$ cat src/hdl/him_cfg.svh
// Constants of the host interface mode selection block
`ifndef HIM_CFG_SVH
`define HIM_CFG_SVH

// ----------------------------------------------------------------
// System clock
// ----------------------------------------------------------------
`define HIM_SYS_CLK_PER_NS 5

// ----------------------------------------------------------------
// Serial word and shift counter
// ----------------------------------------------------------------
`define HIM_SPI_WORD_BITS 24
`define HIM_SPI_CNT_W 5
`define HIM_SPI_CNT_LAST 5'h17
`define HIM_SPI_CNT_ZERO 5'h00

// ----------------------------------------------------------------
// Link rates
// ----------------------------------------------------------------
`define HIM_SPI_MAX_KHZ 30000
`define HIM_I2C_STD_KHZ 100
`define HIM_I2C_FAST_KHZ 400
// Shortest clock period in system cycles, rounded up
`define HIM_SPI_MIN_PER_CYC \
    ((1000000 + `HIM_SPI_MAX_KHZ * `HIM_SYS_CLK_PER_NS - 1) / \
    (`HIM_SPI_MAX_KHZ * `HIM_SYS_CLK_PER_NS))

// ----------------------------------------------------------------
// Pin synchronisers
// ----------------------------------------------------------------
// Reset levels of the synchronised pins; only the frame pin idles high
`define HIM_PIN_IDLE 6'h20

// ----------------------------------------------------------------
// Strap sampling
// ----------------------------------------------------------------
`define HIM_STRAP_WAIT_W 2
`define HIM_STRAP_WAIT_LAST 2'h2
`define HIM_STRAP_FIFO_RST 1'h0

`endif

$ cat src/hdl/him_pkg.sv
// Types of the host interface mode selection block
`default_nettype none

package him_pkg;
    typedef enum logic [1:0] {
        HIM_MODE_PARALLEL,
        HIM_MODE_SPI,
        HIM_MODE_I2C
    } him_mode_t;
endpackage : him_pkg

`default_nettype wire

$ cat src/hdl/him_spi_if.sv
// Signals between the mode selector and the serial shifter
`default_nettype none
`include "him_cfg.svh"

interface him_spi_if;
    logic enable;
    logic frame_active;
    logic sclk_rise;
    logic sclk_fall;
    logic din;
    logic [`HIM_SPI_WORD_BITS-1:0] readback_word;
    logic [`HIM_SPI_WORD_BITS-1:0] word;
    logic word_valid;
    logic readback_bit;

    modport ctrl (
        output enable, frame_active, sclk_rise, sclk_fall, din, readback_word,
        input word, word_valid, readback_bit
    );
    modport shifter (
        input enable, frame_active, sclk_rise, sclk_fall, din, readback_word,
        output word, word_valid, readback_bit
    );
endinterface : him_spi_if

`default_nettype wire

$ cat src/hdl/him_spi_shifter.sv
// Serial shift register with readback launch
`default_nettype none
`include "him_cfg.svh"

module him_spi_shifter (
    // Clock and reset
    input wire logic i_sys_clk,
    input wire logic i_rst,
    // Link to selector
    him_spi_if.shifter spi
);
    logic [`HIM_SPI_WORD_BITS-1:0] shift_in;
    logic [`HIM_SPI_WORD_BITS-1:0] shift_out;
    logic [`HIM_SPI_CNT_W-1:0] bit_cnt;
    logic frame_prev;
    logic frame_start;

    assign frame_start = spi.frame_active && !frame_prev;

    always_ff @(posedge i_sys_clk) begin
        if (i_rst) begin
            frame_prev <= 1'h0;
        end else begin
            frame_prev <= spi.frame_active;
        end
    end

    // ----------------------------------------------------------------
    // Capture side
    // ----------------------------------------------------------------
    always_ff @(posedge i_sys_clk) begin
        if (i_rst) begin
            shift_in <= '0;
            bit_cnt <= `HIM_SPI_CNT_ZERO;
            spi.word <= '0;
            spi.word_valid <= 1'h0;
        end else begin
            spi.word_valid <= 1'h0;
            if (!spi.enable || !spi.frame_active) begin
                bit_cnt <= `HIM_SPI_CNT_ZERO;
            end else if (spi.sclk_fall) begin
                shift_in <= {shift_in[`HIM_SPI_WORD_BITS-2:0], spi.din};
                if (bit_cnt == `HIM_SPI_CNT_LAST) begin
                    spi.word <= {shift_in[`HIM_SPI_WORD_BITS-2:0], spi.din};
                    spi.word_valid <= 1'h1;
                    bit_cnt <= `HIM_SPI_CNT_ZERO;
                end else begin
                    bit_cnt <= bit_cnt + 5'h01;
                end
            end
        end
    end

    // ----------------------------------------------------------------
    // Readback side
    // ----------------------------------------------------------------
    // First bit is presented at frame start, the rest follow rising edges
    always_ff @(posedge i_sys_clk) begin
        if (i_rst) begin
            shift_out <= '0;
            spi.readback_bit <= 1'h0;
        end else if (!spi.enable) begin
            spi.readback_bit <= 1'h0;
        end else if (frame_start) begin
            shift_out <= {spi.readback_word[`HIM_SPI_WORD_BITS-2:0], 1'h0};
            spi.readback_bit <= spi.readback_word[`HIM_SPI_WORD_BITS-1];
        end else if (spi.frame_active && spi.sclk_rise) begin
            shift_out <= {shift_out[`HIM_SPI_WORD_BITS-2:0], 1'h0};
            spi.readback_bit <= shift_out[`HIM_SPI_WORD_BITS-1];
        end
    end
endmodule : him_spi_shifter

`default_nettype wire

$ cat src/hdl/him_host_if_select.sv
// Host port mode selection: parallel, four-wire serial or two-wire bus
`default_nettype none
`include "him_cfg.svh"

module him_host_if_select
    import him_pkg::*;
(
    // Clock and reset
    input wire logic i_sys_clk,
    input wire logic i_rst,
    // Mode pins
    input wire logic i_serial_or_parallel_select,
    input wire logic i_fifo_enable_strap,
    // Shared pins
    input wire logic i_protocol_select_or_bit11,
    input wire logic i_clock_or_bit12,
    input wire logic i_serial_in_or_bit13,
    output logic o_serial_in_or_bit13,
    output logic o_serial_in_or_bit13_oe,
    input wire logic i_frame_n,
    output logic o_serial_readback_out,
    // Core events
    input wire logic i_clear_event,
    input wire logic i_reset_event,
    input wire logic [`HIM_SPI_WORD_BITS-1:0] i_readback_word,
    input wire logic i_i2c_sda_pull_low,
    // Results to core
    output him_mode_t o_mode,
    output logic o_fifo_active,
    output logic [2:0] o_parallel_bits,
    output logic [`HIM_SPI_WORD_BITS-1:0] o_spi_word,
    output logic o_spi_word_valid,
    output logic o_i2c_scl,
    output logic o_i2c_sda
);
    // ----------------------------------------------------------------
    // Pin synchronisers
    // ----------------------------------------------------------------
    localparam int NPIN = 6;
    // Frame pin resets high, its idle level, so no false frame edge follows reset
    localparam logic [NPIN-1:0] PIN_IDLE = `HIM_PIN_IDLE;
    logic [NPIN-1:0] pin_raw;
    logic [NPIN-1:0] pin_meta;
    logic [NPIN-1:0] pin_sync;

    assign pin_raw = {i_frame_n, i_fifo_enable_strap, i_serial_or_parallel_select,
        i_serial_in_or_bit13, i_clock_or_bit12, i_protocol_select_or_bit11};

    // Each pin crosses into the system clock through two flops
    generate
        for (genvar g = 0; g < NPIN; g++) begin : g_sync
            always_ff @(posedge i_sys_clk) begin
                if (i_rst) begin
                    pin_meta[g] <= PIN_IDLE[g];
                    pin_sync[g] <= PIN_IDLE[g];
                end else begin
                    pin_meta[g] <= pin_raw[g];
                    pin_sync[g] <= pin_meta[g];
                end
            end
        end
    endgenerate

    logic bit11_s;
    logic bit12_s;
    logic bit13_s;
    logic serial_sel_s;
    logic strap_s;
    logic frame_n_s;

    assign bit11_s = pin_sync[0];
    assign bit12_s = pin_sync[1];
    assign bit13_s = pin_sync[2];
    assign serial_sel_s = pin_sync[3];
    assign strap_s = pin_sync[4];
    assign frame_n_s = pin_sync[5];

    // ----------------------------------------------------------------
    // Mode decode
    // ----------------------------------------------------------------
    function automatic him_mode_t decode_mode(input logic serial_sel, input logic proto);
        him_mode_t m;
        m = HIM_MODE_PARALLEL;
        if (!serial_sel) begin
            m = HIM_MODE_PARALLEL;
        end else if (!proto) begin
            m = HIM_MODE_SPI;
        end else begin
            m = HIM_MODE_I2C;
        end
        return m;
    endfunction : decode_mode

    him_mode_t next_mode;
    assign next_mode = decode_mode(serial_sel_s, bit11_s);

    // Mode enables shared by every output section
    logic par_en;
    logic spi_en;
    logic i2c_en;

    assign par_en = (next_mode == HIM_MODE_PARALLEL);
    assign spi_en = (next_mode == HIM_MODE_SPI);
    assign i2c_en = (next_mode == HIM_MODE_I2C);

    always_ff @(posedge i_sys_clk) begin
        if (i_rst) begin
            o_mode <= HIM_MODE_PARALLEL;
        end else begin
            o_mode <= next_mode;
        end
    end

    // ----------------------------------------------------------------
    // FIFO strap
    // ----------------------------------------------------------------
    // Waits for the synchroniser to fill before the first sample
    logic [`HIM_STRAP_WAIT_W-1:0] strap_wait;
    logic strap_pending;
    logic strap_latched;

    logic strap_event;
    logic strap_sample;

    // Clear and reset restart the wait over completion, but a sample due in the same cycle is still latched
    assign strap_event = i_clear_event || i_reset_event;
    assign strap_sample = strap_pending && (strap_wait == `HIM_STRAP_WAIT_LAST);

    always_ff @(posedge i_sys_clk) begin
        if (i_rst) begin
            strap_wait <= '0;
        end else if (strap_event) begin
            strap_wait <= '0;
        end else if (strap_pending && !strap_sample) begin
            strap_wait <= strap_wait + 2'h1;
        end
    end

    always_ff @(posedge i_sys_clk) begin
        if (i_rst) begin
            strap_pending <= 1'h1;
        end else if (strap_event) begin
            strap_pending <= 1'h1;
        end else if (strap_sample) begin
            strap_pending <= 1'h0;
        end
    end

    always_ff @(posedge i_sys_clk) begin
        if (i_rst) begin
            strap_latched <= `HIM_STRAP_FIFO_RST;
        end else if (strap_sample) begin
            strap_latched <= strap_s;
        end
    end

    always_ff @(posedge i_sys_clk) begin
        if (i_rst) begin
            o_fifo_active <= 1'h0;
        end else begin
            o_fifo_active <= strap_latched && par_en;
        end
    end

    // ----------------------------------------------------------------
    // Parallel data bits
    // ----------------------------------------------------------------
    // shared pins as bits 11-13
    always_ff @(posedge i_sys_clk) begin
        if (i_rst) begin
            o_parallel_bits <= 3'h0;
        end else if (par_en) begin
            o_parallel_bits <= {bit13_s, bit12_s, bit11_s};
        end else begin
            o_parallel_bits <= 3'h0;
        end
    end

    // ----------------------------------------------------------------
    // Serial clock edges
    // ----------------------------------------------------------------
    // Edges come from the synchronised copy only; clocks above the
    // guaranteed rate alias, which the sampling rate leaves margin for
    logic sclk_prev;

    always_ff @(posedge i_sys_clk) begin
        if (i_rst) begin
            sclk_prev <= 1'h0;
        end else begin
            sclk_prev <= bit12_s;
        end
    end

    him_spi_if spi ();

    assign spi.enable = spi_en;
    assign spi.frame_active = !frame_n_s;
    assign spi.sclk_fall = sclk_prev && !bit12_s;
    assign spi.sclk_rise = !sclk_prev && bit12_s;
    assign spi.din = bit13_s;
    assign spi.readback_word = i_readback_word;

    him_spi_shifter u_shifter (
        .i_sys_clk(i_sys_clk),
        .i_rst(i_rst),
        .spi(spi.shifter)
    );

    always_ff @(posedge i_sys_clk) begin
        if (i_rst) begin
            o_spi_word_valid <= 1'h0;
        end else begin
            o_spi_word_valid <= spi.word_valid;
        end
    end

    // Word holds between pulses so the core may take it late
    always_ff @(posedge i_sys_clk) begin
        if (i_rst) begin
            o_spi_word <= '0;
        end else if (spi.word_valid) begin
            o_spi_word <= spi.word;
        end
    end

    always_ff @(posedge i_sys_clk) begin
        if (i_rst) begin
            o_serial_readback_out <= 1'h0;
        end else begin
            o_serial_readback_out <= spi.readback_bit;
        end
    end

    // ----------------------------------------------------------------
    // Two-wire bus lines
    // ----------------------------------------------------------------
    // Lines idle high outside the bus mode so the engine sees no false start
    // lines passed at any bus rate
    always_ff @(posedge i_sys_clk) begin
        if (i_rst) begin
            o_i2c_scl <= 1'h1;
        end else if (i2c_en) begin
            o_i2c_scl <= bit12_s;
        end else begin
            o_i2c_scl <= 1'h1;
        end
    end

    always_ff @(posedge i_sys_clk) begin
        if (i_rst) begin
            o_i2c_sda <= 1'h1;
        end else if (i2c_en) begin
            o_i2c_sda <= bit13_s;
        end else begin
            o_i2c_sda <= 1'h1;
        end
    end

    always_ff @(posedge i_sys_clk) begin
        if (i_rst) begin
            o_serial_in_or_bit13 <= 1'h0;
        end else begin
            o_serial_in_or_bit13 <= 1'h0;
        end
    end

    // Enable is gated by mode, so a stale pull request never drives a data bit
    always_ff @(posedge i_sys_clk) begin
        if (i_rst) begin
            o_serial_in_or_bit13_oe <= 1'h0;
        end else begin
            o_serial_in_or_bit13_oe <= i2c_en && i_i2c_sda_pull_low;
        end
    end
endmodule : him_host_if_select

`default_nettype wire

$ cat config.mk
export PLATFORM = sky130hd
export DESIGN_NAME = him_host_if_select
export DESIGN_NICKNAME = d
export VERILOG_FILES = /design/src/hdl/him_pkg.sv /design/src/hdl/him_spi_if.sv /design/src/hdl/him_spi_shifter.sv /design/src/hdl/him_host_if_select.sv
export VERILOG_INCLUDE_DIRS = /design/src /design/src/hdl
export SDC_FILE = /design/constraint.sdc
export NUM_CORES = 1
export LEC_CHECK = 0
export BUFFER_PORTS_ARGS = -buffer_cell sky130_fd_sc_hd__buf_2
export CAP_MARGIN = 20
export CORE_UTILIZATION = 40
export DETAILED_ROUTE_END_ITERATION = 7
export GPL_ROUTABILITY_DRIVEN = 1
export GPL_TIMING_DRIVEN = 0
export HOLD_SLACK_MARGIN = 0.12
export SYNTH_ARGS = -nofsm -noshare
export SYNTH_HDL_FRONTEND = slang
export SYNTH_SLANG_ARGS = --single-unit
$ cat constraint.sdc
create_clock -name i_sys_clk -period 2.47 [get_ports i_sys_clk]
set_clock_uncertainty 0.1 [all_clocks]
set_input_delay 0.494 -clock i_sys_clk [delete_from_list [all_inputs] [get_ports i_sys_clk]]
set_output_delay 0.494 -clock i_sys_clk [all_outputs]
set_load 0.05 [all_outputs]
==> results.txt, run 1 <==
run status: finished, violations left
violated checks: design-rule violations
CTS tree: done
Ys Warns: 0
share of the synthesized area in the top cell type: 0.540
worst skew pair latency: 410 ps
Die H: 112 um
Mapped Nets: 562
Final #Nets: 650
Placement Cell Area: 5340 um^2
Crit path top cell by count: buf_6
Maximum Capacitance Violations: 0
via count: 3,729
DPL Wire Length: 6890 um
DRC Markers: 4
crit start category: flip-flop
total setup buffers inserted after CTS: 0
Slew @ Worst Pin: 736 ps
critical path peak fanout: 10
mapped cell area: 4820 um^2
DRT Pass-1 Iters: 8
Initial Util: 0.416
initial antenna violation count: 0
Commonest cells post-synth: dfxtp_1, nand2_1, nor2_1
share of layout cells above drive strength 1: 0.227
met3 WL: 341 um
I/O pin count: 71
CP arrival: 2120 ps
Yosys cell types: 36
Site Rows: 39
Highest Clock Rate: 513 MHz
Avg Vias per Cell: 4.85
met2 WL post-DR: 4760 um
first-pass GRT wire length: 16,400 um
Clock Sinks: 130
Post-synth EDFFs: 0
final hold vios: 0
CTS Buf Count: 17
top sig layer: met4
Post-synth ARST share: 0
Placeable Area: 11,600 um^2
Final Cell Area: 5990 um^2
HP Class: in2reg
VDD IR max: 0.000684 V
maximum number of pins on one net before global-route repair: 17
Setup crit end kind: flip-flop
crit path cell chain: ha_1 > nand4b_1 > or3_1 > buf_6 > buf_6 > nand2_1 > a21oi_1
CP max stage cell: or3_1
Die X: 112 um
routed wire length: 9820 um
Tcrit/Tclk final: 0.789
remaining global-route overflow: 0
Clock Tree Root: clkbuf_16
Leakage: 2.17 nW
Antenna Cells: 0
vias in the first global route: 3,573
Mean Syn Cell Area: 9.17 um^2
number of DRC markers in iteration 0: 159
GP Congestion: 0.743
Setup CP Type: reg2reg
Final min period: 1950 ps
Tot GR Track Use: 0.168
CTS clk-pin slew, worst paths: 60 ps
# port buffers: 69
Yosys reg bits: 130
top-count cell post-synth: dfxtp_1
Yosys top cell by area: dfxtp_1
post-route ant nets: 0
Synth Instances: 525
critical path's largest stage delay: 460 ps
area growth from synthesis to layout: 24.4%
register area share after synthesis: 0.540
final setup fails: 0
largest cells by area after synthesis: dfxtp_1, nand2_1, a311oi_2
hold_buf cts: 0
clk buf depth: 2
unrepaired setup endpoints after global routing: false
Routed WL per cell: 12.8 um
die area: 12,500 um^2
Routed met1 length: 4600 um
# resized after CTS: 0
Max-slew headroom: 0.510
Critical Path RT: 2640 ps
Synth Flop Type: dfxtp_1
H-tree depth: 4
Setup TNS: 0 ps
power density over the cells: 833 nW/um^2
Slew Viols, Final: 0
kinds of logic after synthesis:
family	after synthesis	synth area share
AND/OR/NAND/NOR	223	0.201
flip-flops	130	0.540
AO/OA/AOI/OAI	98	0.146
buffers and inverters	41	0.0455
multiplexers	26	0.0540
XOR/XNOR	4	0.00728
adder cells (fa/ha/maj)	2	0.00520
other	1	0.000779
layout by cell type, fill, tap and decap left out, types with 15 or more instances in the layout:
cell / netlist / layout
a21oi_1: 50 / 50
a311oi_2: 18 / 18
buf_2: 7 / 76
clkbuf_1: 19 / 19
clkbuf_16: 0 / 17
dfxtp_1: 130 / 130
mux2i_1: 26 / 26
nand2_1: 121 / 121
nor2_1: 57 / 57
nor2b_1: 15 / 15
o21ai_0: 23 / 23
final timing paths:
path / start / to / slack, ps / depth (start not counted)
worst max-delay path: u_shifter.bit_cnt[0] / u_shifter.spi.word[6] / 520 / 7
worst min-delay path: i_frame_n / pin_meta[5] / 160 / 2
worst max register to register: u_shifter.bit_cnt[0] / u_shifter.spi.word[6] / 520 / 7
worst min register to register: pin_meta[5] / frame_n_s / 310 / 1
state kept, by name (all words and copies together), names as in the netlist, 2 cells and up:
name                 flops
o_mode                   2
o_parallel_bits          3
o_spi_word              24
pin_meta                 6
strap_wait               2
u_shifter.bit_cnt        5
u_shifter.shift_in      23
u_shifter.shift_out     23
u_shifter.spi.word      24
worst max-delay path, delay by kind of cell, from the launching register on:
kind	cells	cell delay, ps
AO/OA/AOI/OAI	1	60
adder cells (fa/ha/maj)	1	200
buffers and inverters	2	270
flip-flops	1	380
AND/OR/NAND/NOR	3	810
power by group:
group | leakage, nW | switching [mW] | total, mW | internal, mW
clock network | 0.316 | 0.914 | 2.73 | 1.81
logic | 0.805 | 0.0915 | 0.142 | 0.0500
registers | 1.05 | 0.00868 | 2.12 | 2.12
total | 2.17 | 1.01 | 4.99 | 3.98
through the flow:
step,hold slack [ps],std cells,power (mW),worst slack [ps],util
global route,159,769,5.15,400,0.518
detailed placement,296,737,2.31,489,0.462
finish,161,769,4.99,520,0.518
global placement,296,737,2.31,550,0.462
floorplan,289,525,2.25,692,-
CTS,146,769,5.04,515,0.518
layer usage:
layer | vias up | global-route usage
met1 | 1711 | 0.193
met5 | - | 0
met4 | 0 | 0.0712
met3 | 11 | 0.0523
met2 | 77 | 0.289
li1 | 1930 | -
cell type report:
cell class	instances	area [um^2]
Timing Repair Buffer	69	345
Sequential cell	130	2600
Clock inverter	14	211
Inverter	2	7.51
Fill cell	1104	5570
Tap cell	143	179
Clock buffer	18	439
Buffer	39	211
Multi-Input combinational cell	354	1990
No activity file was read; power rests on OpenSTA's default activity.
==> inputs of run 2 (changes only) <==
ABC_AREA = 1   (was unset)
clock period = 1.6 ns   (was 2.47 ns; I/O delays follow)
==> run 2 against run 1 <==
  * The run now ends clean
  * Routed wire length grew 4.7%
  * Count of clock-buffer cells in the layout grew 5
  * Sequential share of layout area shrank 2.1 points
  * Worst hold slack lost 17 ps
  * Clock power grew 59%
  * Combinational power grew 87%
  * First-iteration DRC count grew 17%
  * Design area grew 5.0%
  * Cell count grew 20%
  * Core utilization grew 0.57 points
  * Largest cell class unchanged
==> results.txt, run 2 <==
DRC Markers: 0 (-4)
CTS Buf Count: 17 (unchanged)
run status: finished, final reports clean
via count: 4,186 (+12%)
die area: 12,800 um^2 (+2.2%)
routed wire length: 10,300 um (+4.7%)
Placeable Area: 12,000 um^2 (+3.9%)
Tot GR Track Use: 0.174 (+0.00596)
CTS clk-pin slew, worst paths: 50 ps (about the same)
post-route ant nets: 0 (unchanged)
power density over the cells: 1260 nW/um^2 (+51%)
share of layout cells above drive strength 1: 0.193 (-0.0335)
mapped cell area: 4920 um^2 (+2.3%)
Commonest cells post-synth: nor2_1, nand2_1, dfxtp_1
Maximum Capacitance Violations: 0 (unchanged)
Mean Syn Cell Area: 7.46 um^2 (-19%)
Die X: 113 um (+1.1%)
Routed WL per cell: 11.1 um (-13%)
final hold vios: 0 (unchanged)
HP Start: i_readback_word[14]
Clock Tree Root: clkbuf_16
Ys Warns: 0 (unchanged)
final setup fails: 0 (unchanged)
CP max stage cell: dlygate4sd3_1
I/O pin count: 71 (unchanged)
CP arrival: 1800 ps (-320 ps)
Die H: 113 um (+1.1%)
share of the synthesized area in the top cell type: 0.528 (-0.0119)
Final min period: 1540 ps
Slew Viols, Final: 0 (unchanged)
area growth from synthesis to layout: 27.7%
Antenna Cells: 0 (unchanged)
pre-CTS setup slack: -21.2 ps (-511 ps)
HP Class: in2reg
Final Cell Area: 6290 um^2 (+5.0%)
non-filler cells, final: 923 (+20%)
commonest non-fill, non-tap cell in the layout: nor2_1
worst hold endpoint: u_shifter.shift_out[15]
Setup crit end kind: flip-flop
maximum number of pins on one net before global-route repair: 17 (unchanged)
placed cell count: 875 (+19%)
Final #Nets: 800 (+23%)
Buf+Inv Stages, Crit Path: 2 (unchanged)
Site Rows: 40 (+2.6%)
worst skew pair latency: 410 ps (about the same)
remaining global-route overflow: 0 (unchanged)
DPL Wire Length: 7180 um (+4.2%)
Critical Path RT: 1860 ps (-780 ps)
critical path peak fanout: 7 (-3)
family with the most delay on the worst path: buffers and inverters
Setup CP Type: in2reg
Yosys cell types: 27 (-25%)
first-pass GRT wire length: 17,600 um (+6.8%)
fillcell total: 1,179 (+6.8%)
Slew @ Worst Pin: 489 ps (-246 ps)
Synth Flop Type: dfxtp_1
Avg Vias per Cell: 4.54 (-6.5%)
Clock Sinks: 130 (unchanged)
Top Registers: o_spi_word x24, u_shifter.spi.word x24
VDD IR max: 0.000625 V (-8.5%)
hold_ws: 144 ps (-17.4 ps)
Yosys top cell by area: dfxtp_1
Highest Clock Rate: 649 MHz
crit path cell chain: buf_6 > dlygate4sd3_1 > nor3_1 > and2_1
largest cells by area after synthesis: dfxtp_1, nor2_1, nand2_1
commonest cells after routing, fill and taps aside: nor2_1, nand2_1, dfxtp_1
Synth Instances: 660 (+26%)
Mapped Nets: 697 (+24%)
Yosys reg bits: 130 (unchanged)
Placement Cell Area: 5450 um^2 (+2.0%)
Max-slew headroom: 0.671 (+0.162)
Post-synth EDFFs: 0 (unchanged)
CTS tree: done
number of DRC markers in iteration 0: 186 (+17%)
critical path's largest stage delay: 690 ps (+230 ps)
initial antenna violation count: 0 (unchanged)
vias in the first global route: 3,901 (+9.2%)
Setup TNS: 0 ps (unchanged)
unrepaired setup endpoints after global routing: false
Leakage: 3.08 nW (+42%)
# port buffers: 68 (-1.4%)
Reg2Reg Depth: 7 (unchanged)
post-layout util: 0.524 (+0.00574)
Initial Util: 0.410 (-0.00642)
r2r startpoint: bit11_s
Post-synth ARST share: 0 (unchanged)
worst r2r dst: u_shifter.shift_in[16]
Hold Path Stages: 5 (+3)
clk buf depth: 2 (unchanged)
register area share after synthesis: 0.528 (-0.0119)
Pwr Total: 7.90 mW (+58%)
DRT Pass-1 Iters: 4 (-4)
reg2reg setup slack: 120 ps (-400 ps)
GP Congestion: 0.791 (+6.6%)
top-count cell post-synth: nor2_1
crit start category: input port
Crit. Startpoint: i_rst
Setup WS post-layout: 59.0 ps (-461 ps)
H-tree depth: 4 (unchanged)
Tcrit/Tclk final: 0.963
==> run 2: cell types whose count changed after synthesis, moves of 5 or more <==
| cell | delta |
|---|---|
| nor2_1 | +106 |
| inv_1 | +51 |
| o21ai_0 | +47 |
| a21oi_1 | -44 |
| nand3_1 | +27 |
| mux2i_1 | -26 |
| a311oi_2 | -18 |
| nand2_1 | +18 |
| nor2b_1 | -15 |
| inv_2 | +8 |
| clkbuf_1 | -7 |
| and2_1 | -5 |
==> run 2: layout make-up <==
type                       instances  area [um^2]  area share
timing repair buffer              84          490      0.0780
clock buffer                      23          468      0.0744
buffer                            34          206      0.0328
clock inverter                     9          201      0.0320
tap                              147          184      0.0292
multi-input combinational        435         1910       0.303
inverter                          61          229      0.0364
sequential                       130         2600       0.414
==> run 2: cells by family (layout without fill, tap and decap cells) <==
kind of cell / Yosys count / count (layout) / synth area share
AO/OA/AOI/OAI: 81 / 81 / 0.0828
adder cells (fa/ha/maj): 2 / 2 / 0.00508
buffers and inverters: 95 / 211 / 0.0882
flip-flops: 130 / 130 / 0.528
other: 1 / 1 / 0.000761
AND/OR/NAND/NOR: 351 / 351 / 0.295
==> run 2: tightest hold or removal path, cell delays in order <==
cell     delay (ps)
buf_2            70
nand2_1          40
o21ai_0          60
nor2_1           50
nor2_1           80
==> run 2: worst max-delay path by stage <==
stage | end | slack [ps] | cells after the start
after floorplan | u_shifter.spi.word[10] | 200 | 8
after global placement | u_shifter.spi.word[1] | 20 | 8
after detailed placement | u_shifter.spi.word[1] | -20 | 8
after CTS | u_shifter.spi.word[23] | 7 | 6
after global routing | o_i2c_scl | 20 | 4
final | o_serial_in_or_bit13_oe | 60 | 4
==> run 2: timing repair <==
action                                  CTS  global route
resized for setup                         1             7
hold buffers                             12             1
gates cloned                              0             0
pin swaps                                 0             3
setup buffers                             0             4
endpoints found under the setup margin   12            46
endpoints found under the hold margin    16             1
==> run 2: where the power goes <==
group	switching (mW)	total, mW	leakage (nW)	internal [mW]
combinational	0.159	0.266	1.71	0.107
clock	1.35	4.35	0.322	3.00
sequential	0.0113	3.28	1.05	3.27
==> run 2: per-layer routing <==
| metal | share of wire | track usage | vias up |
|---|---|---|---|
| met2 | 0.47 | 0.285 | 59 |
| li1 | - | - | 2237 |
| met3 | 0.038 | 0.0530 | 13 |
| met4 | 0.013 | 0.0684 | 0 |
| met1 | 0.48 | 0.215 | 1877 |
| met5 | 0 | 0 | - |
==> inputs of run 3 (changes only) <==
RECOVER_POWER = 25   (was unset)
==> run 3 against run 2 <==
  * Total power hardly changed
  * Sequential share of layout area hardly changed
  * First-iteration DRC count is 0.54% lower
  * Clock power hardly changed
  * Via count stayed put
  * Count of clock-buffer cells in the layout stayed put
  * Flip-flop and latch count stayed put
  * Core utilization hardly changed
  * Non-clock buffer count stayed put
  * Largest cell class unchanged
==> results.txt, run 3 (synthesis results as in run 2) <==
reg2reg setup slack: 120 ps (about the same)
remaining global-route overflow: 0 (unchanged)
Placement Cell Area: 5450 um^2 (unchanged)
HP Class: in2reg
commonest cells after routing, fill and taps aside: nor2_1, nand2_1, dfxtp_1
Avg Vias per Cell: 4.54 (unchanged)
pre-CTS setup slack: -21.2 ps (unchanged)
Placeable Area: 12,000 um^2 (unchanged)
GP Congestion: 0.791 (unchanged)
Slew @ Worst Pin: 542 ps (+52.4 ps)
share of layout cells above drive strength 1: 0.188 (-0.00515)
I/O pin count: 71 (unchanged)
post-layout util: 0.523 (about the same)
power density over the cells: 1260 nW/um^2 (about the same)
worst skew pair latency: 410 ps (about the same)
# port buffers: 68 (unchanged)
initial antenna violation count: 0 (unchanged)
Setup CP Type: in2reg
family with the most delay on the worst path: buffers and inverters
Final Cell Area: 6290 um^2 (about the same)
CTS clk-pin slew, worst paths: 50 ps (about the same)
first-pass GRT wire length: 17,600 um (unchanged)
Crit path depth: 4 (unchanged)
hold_ws: 144 ps (unchanged)
Clock Sinks: 130 (unchanged)
Tot GR Track Use: 0.174 (unchanged)
commonest non-fill, non-tap cell in the layout: nor2_1
Clock Tree Root: clkbuf_16
DRC Markers: 0 (unchanged)
Initial Util: 0.410 (unchanged)
H-tree depth: 4 (unchanged)
Reg2Reg Depth: 7 (unchanged)
Die H: 113 um (unchanged)
clk buf depth: 2 (unchanged)
routed wire length: 10,300 um (unchanged)
worst r2r dst: u_shifter.shift_in[16]
Site Rows: 40 (unchanged)
Final min period: 1540 ps (-2.92 ps)
fillcell total: 1,181 (+0.17%)
Die X: 113 um (unchanged)
Routed WL per cell: 11.1 um (unchanged)
Tcrit/Tclk final: 0.961 (-0.00183)
Final #Nets: 800 (unchanged)
via count: 4,186 (unchanged)
Critical Path End: o_serial_in_or_bit13_oe
Leakage: 3.08 nW (about the same)
Crit. Startpoint: i_rst
critical path's largest stage delay: 690 ps (about the same)
Max-slew headroom: 0.639 (-0.0324)
Antenna Cells: 0 (unchanged)
area growth from synthesis to layout: 27.7% (about the same)
crit path cell chain: buf_6 > dlygate4sd3_1 > nor3_1 > and2_1
run status: finished, final reports clean
CP arrival: 1790 ps (about the same)
maximum number of pins on one net before global-route repair: 17 (unchanged)
post-route ant nets: 0 (unchanged)
DPL Wire Length: 7180 um (unchanged)
Maximum Capacitance Violations: 0 (unchanged)
Highest Clock Rate: 650 MHz (+0.19%)
Setup crit end kind: flip-flop
CP max stage cell: dlygate4sd3_1
CTS tree: done
Pwr Total: 7.90 mW (about the same)
CTS Buf Count: 17 (unchanged)
Buf+Inv Stages, Crit Path: 2 (unchanged)
number of DRC markers in iteration 0: 185 (-0.54%)
critical path peak fanout: 7 (unchanged)
Setup WS post-layout: 62.0 ps (+2.92 ps)
DRT Pass-1 Iters: 4 (unchanged)
Critical Path RT: 1860 ps (about the same)
unrepaired setup endpoints after global routing: false
die area: 12,800 um^2 (unchanged)
Top Registers: o_spi_word x24, u_shifter.spi.word x24
final setup fails: 0 (unchanged)
Slew Viols, Final: 0 (unchanged)
r2r startpoint: bit11_s
VDD IR max: 0.000625 V (about the same)
crit start category: input port
vias in the first global route: 3,901 (unchanged)
final hold vios: 0 (unchanged)
[run 3: cell types whose count changed in the layout (fill, tap and decap cells not counted), sizes merged]
cell / previous run / this run
buf: 94 / 93
clkbuf: 35 / 36
[run 3: worst min-delay path by stage]
stage                         endpoint  depth (start not counted)                start  slack [ps]
6_report       u_shifter.shift_out[15]                          5  i_readback_word[14]         140
5_1_grt        u_shifter.shift_out[11]                          5  i_readback_word[10]         170
4_1_cts        u_shifter.shift_out[15]                          5  i_readback_word[14]         130
3_5_place_dp                   bit11_s                          2          pin_meta[0]         300
3_3_place_gp              serial_sel_s                          2          pin_meta[3]         290
2_1_floorplan                  bit11_s                          2          pin_meta[0]         290
[run 3: where the power goes]
group / leakage, nW / switching, mW / total, mW / internal, mW
Clock: 0.322 / 1.35 / 4.35 / 3.00
Sequential: 1.05 / 0.0113 / 3.28 / 3.27
Combinational: 1.71 / 0.159 / 0.265 / 0.106
Total: 3.08 / 1.52 / 7.90 / 6.38
[run 3: area by class of cell]
cell class	count	area, um^2	share of cell area
sequential	130	2600	0.414
buffer	34	205	0.0326
timing repair buffer	84	490	0.0780
clock buffer	23	468	0.0744
tap	147	184	0.0293
clock inverter	9	201	0.0320
multi-input combinational	435	1910	0.303
inverter	61	229	0.0364
[run 3: per-layer routing]
metal  GRT usage  wire, um  up-vias
li1            -         -     2237
met1       0.215      4920     1877
met2       0.285      4830       59
met3      0.0530       386       13
met4      0.0684       136        0
met5           0         0        -
[run 3: timing repair]
action | in CTS | in global routing
endpoints found under the hold margin | 16 | 1
hold buffers | 12 | 1
gates resized for setup | 1 | 7
setup endpoints to repair | 12 | 46
setup buffers | 0 | 4
pin swaps | 0 | 3
[run 3: through the flow]
step                      instances  setup TNS, ps
after floorplan                 660              0
after global placement          875              0
after detailed placement        875          -42.5
after CTS                       919              0
after global routing            923              0
final                           923              0
[run 3: tightest hold or removal path: cells and delay by family]
kind	cells	cell delay, ps
and+or+nand+nor	3	170
buffers and inverters	1	70
AOI/OAI and AO/OA	1	60
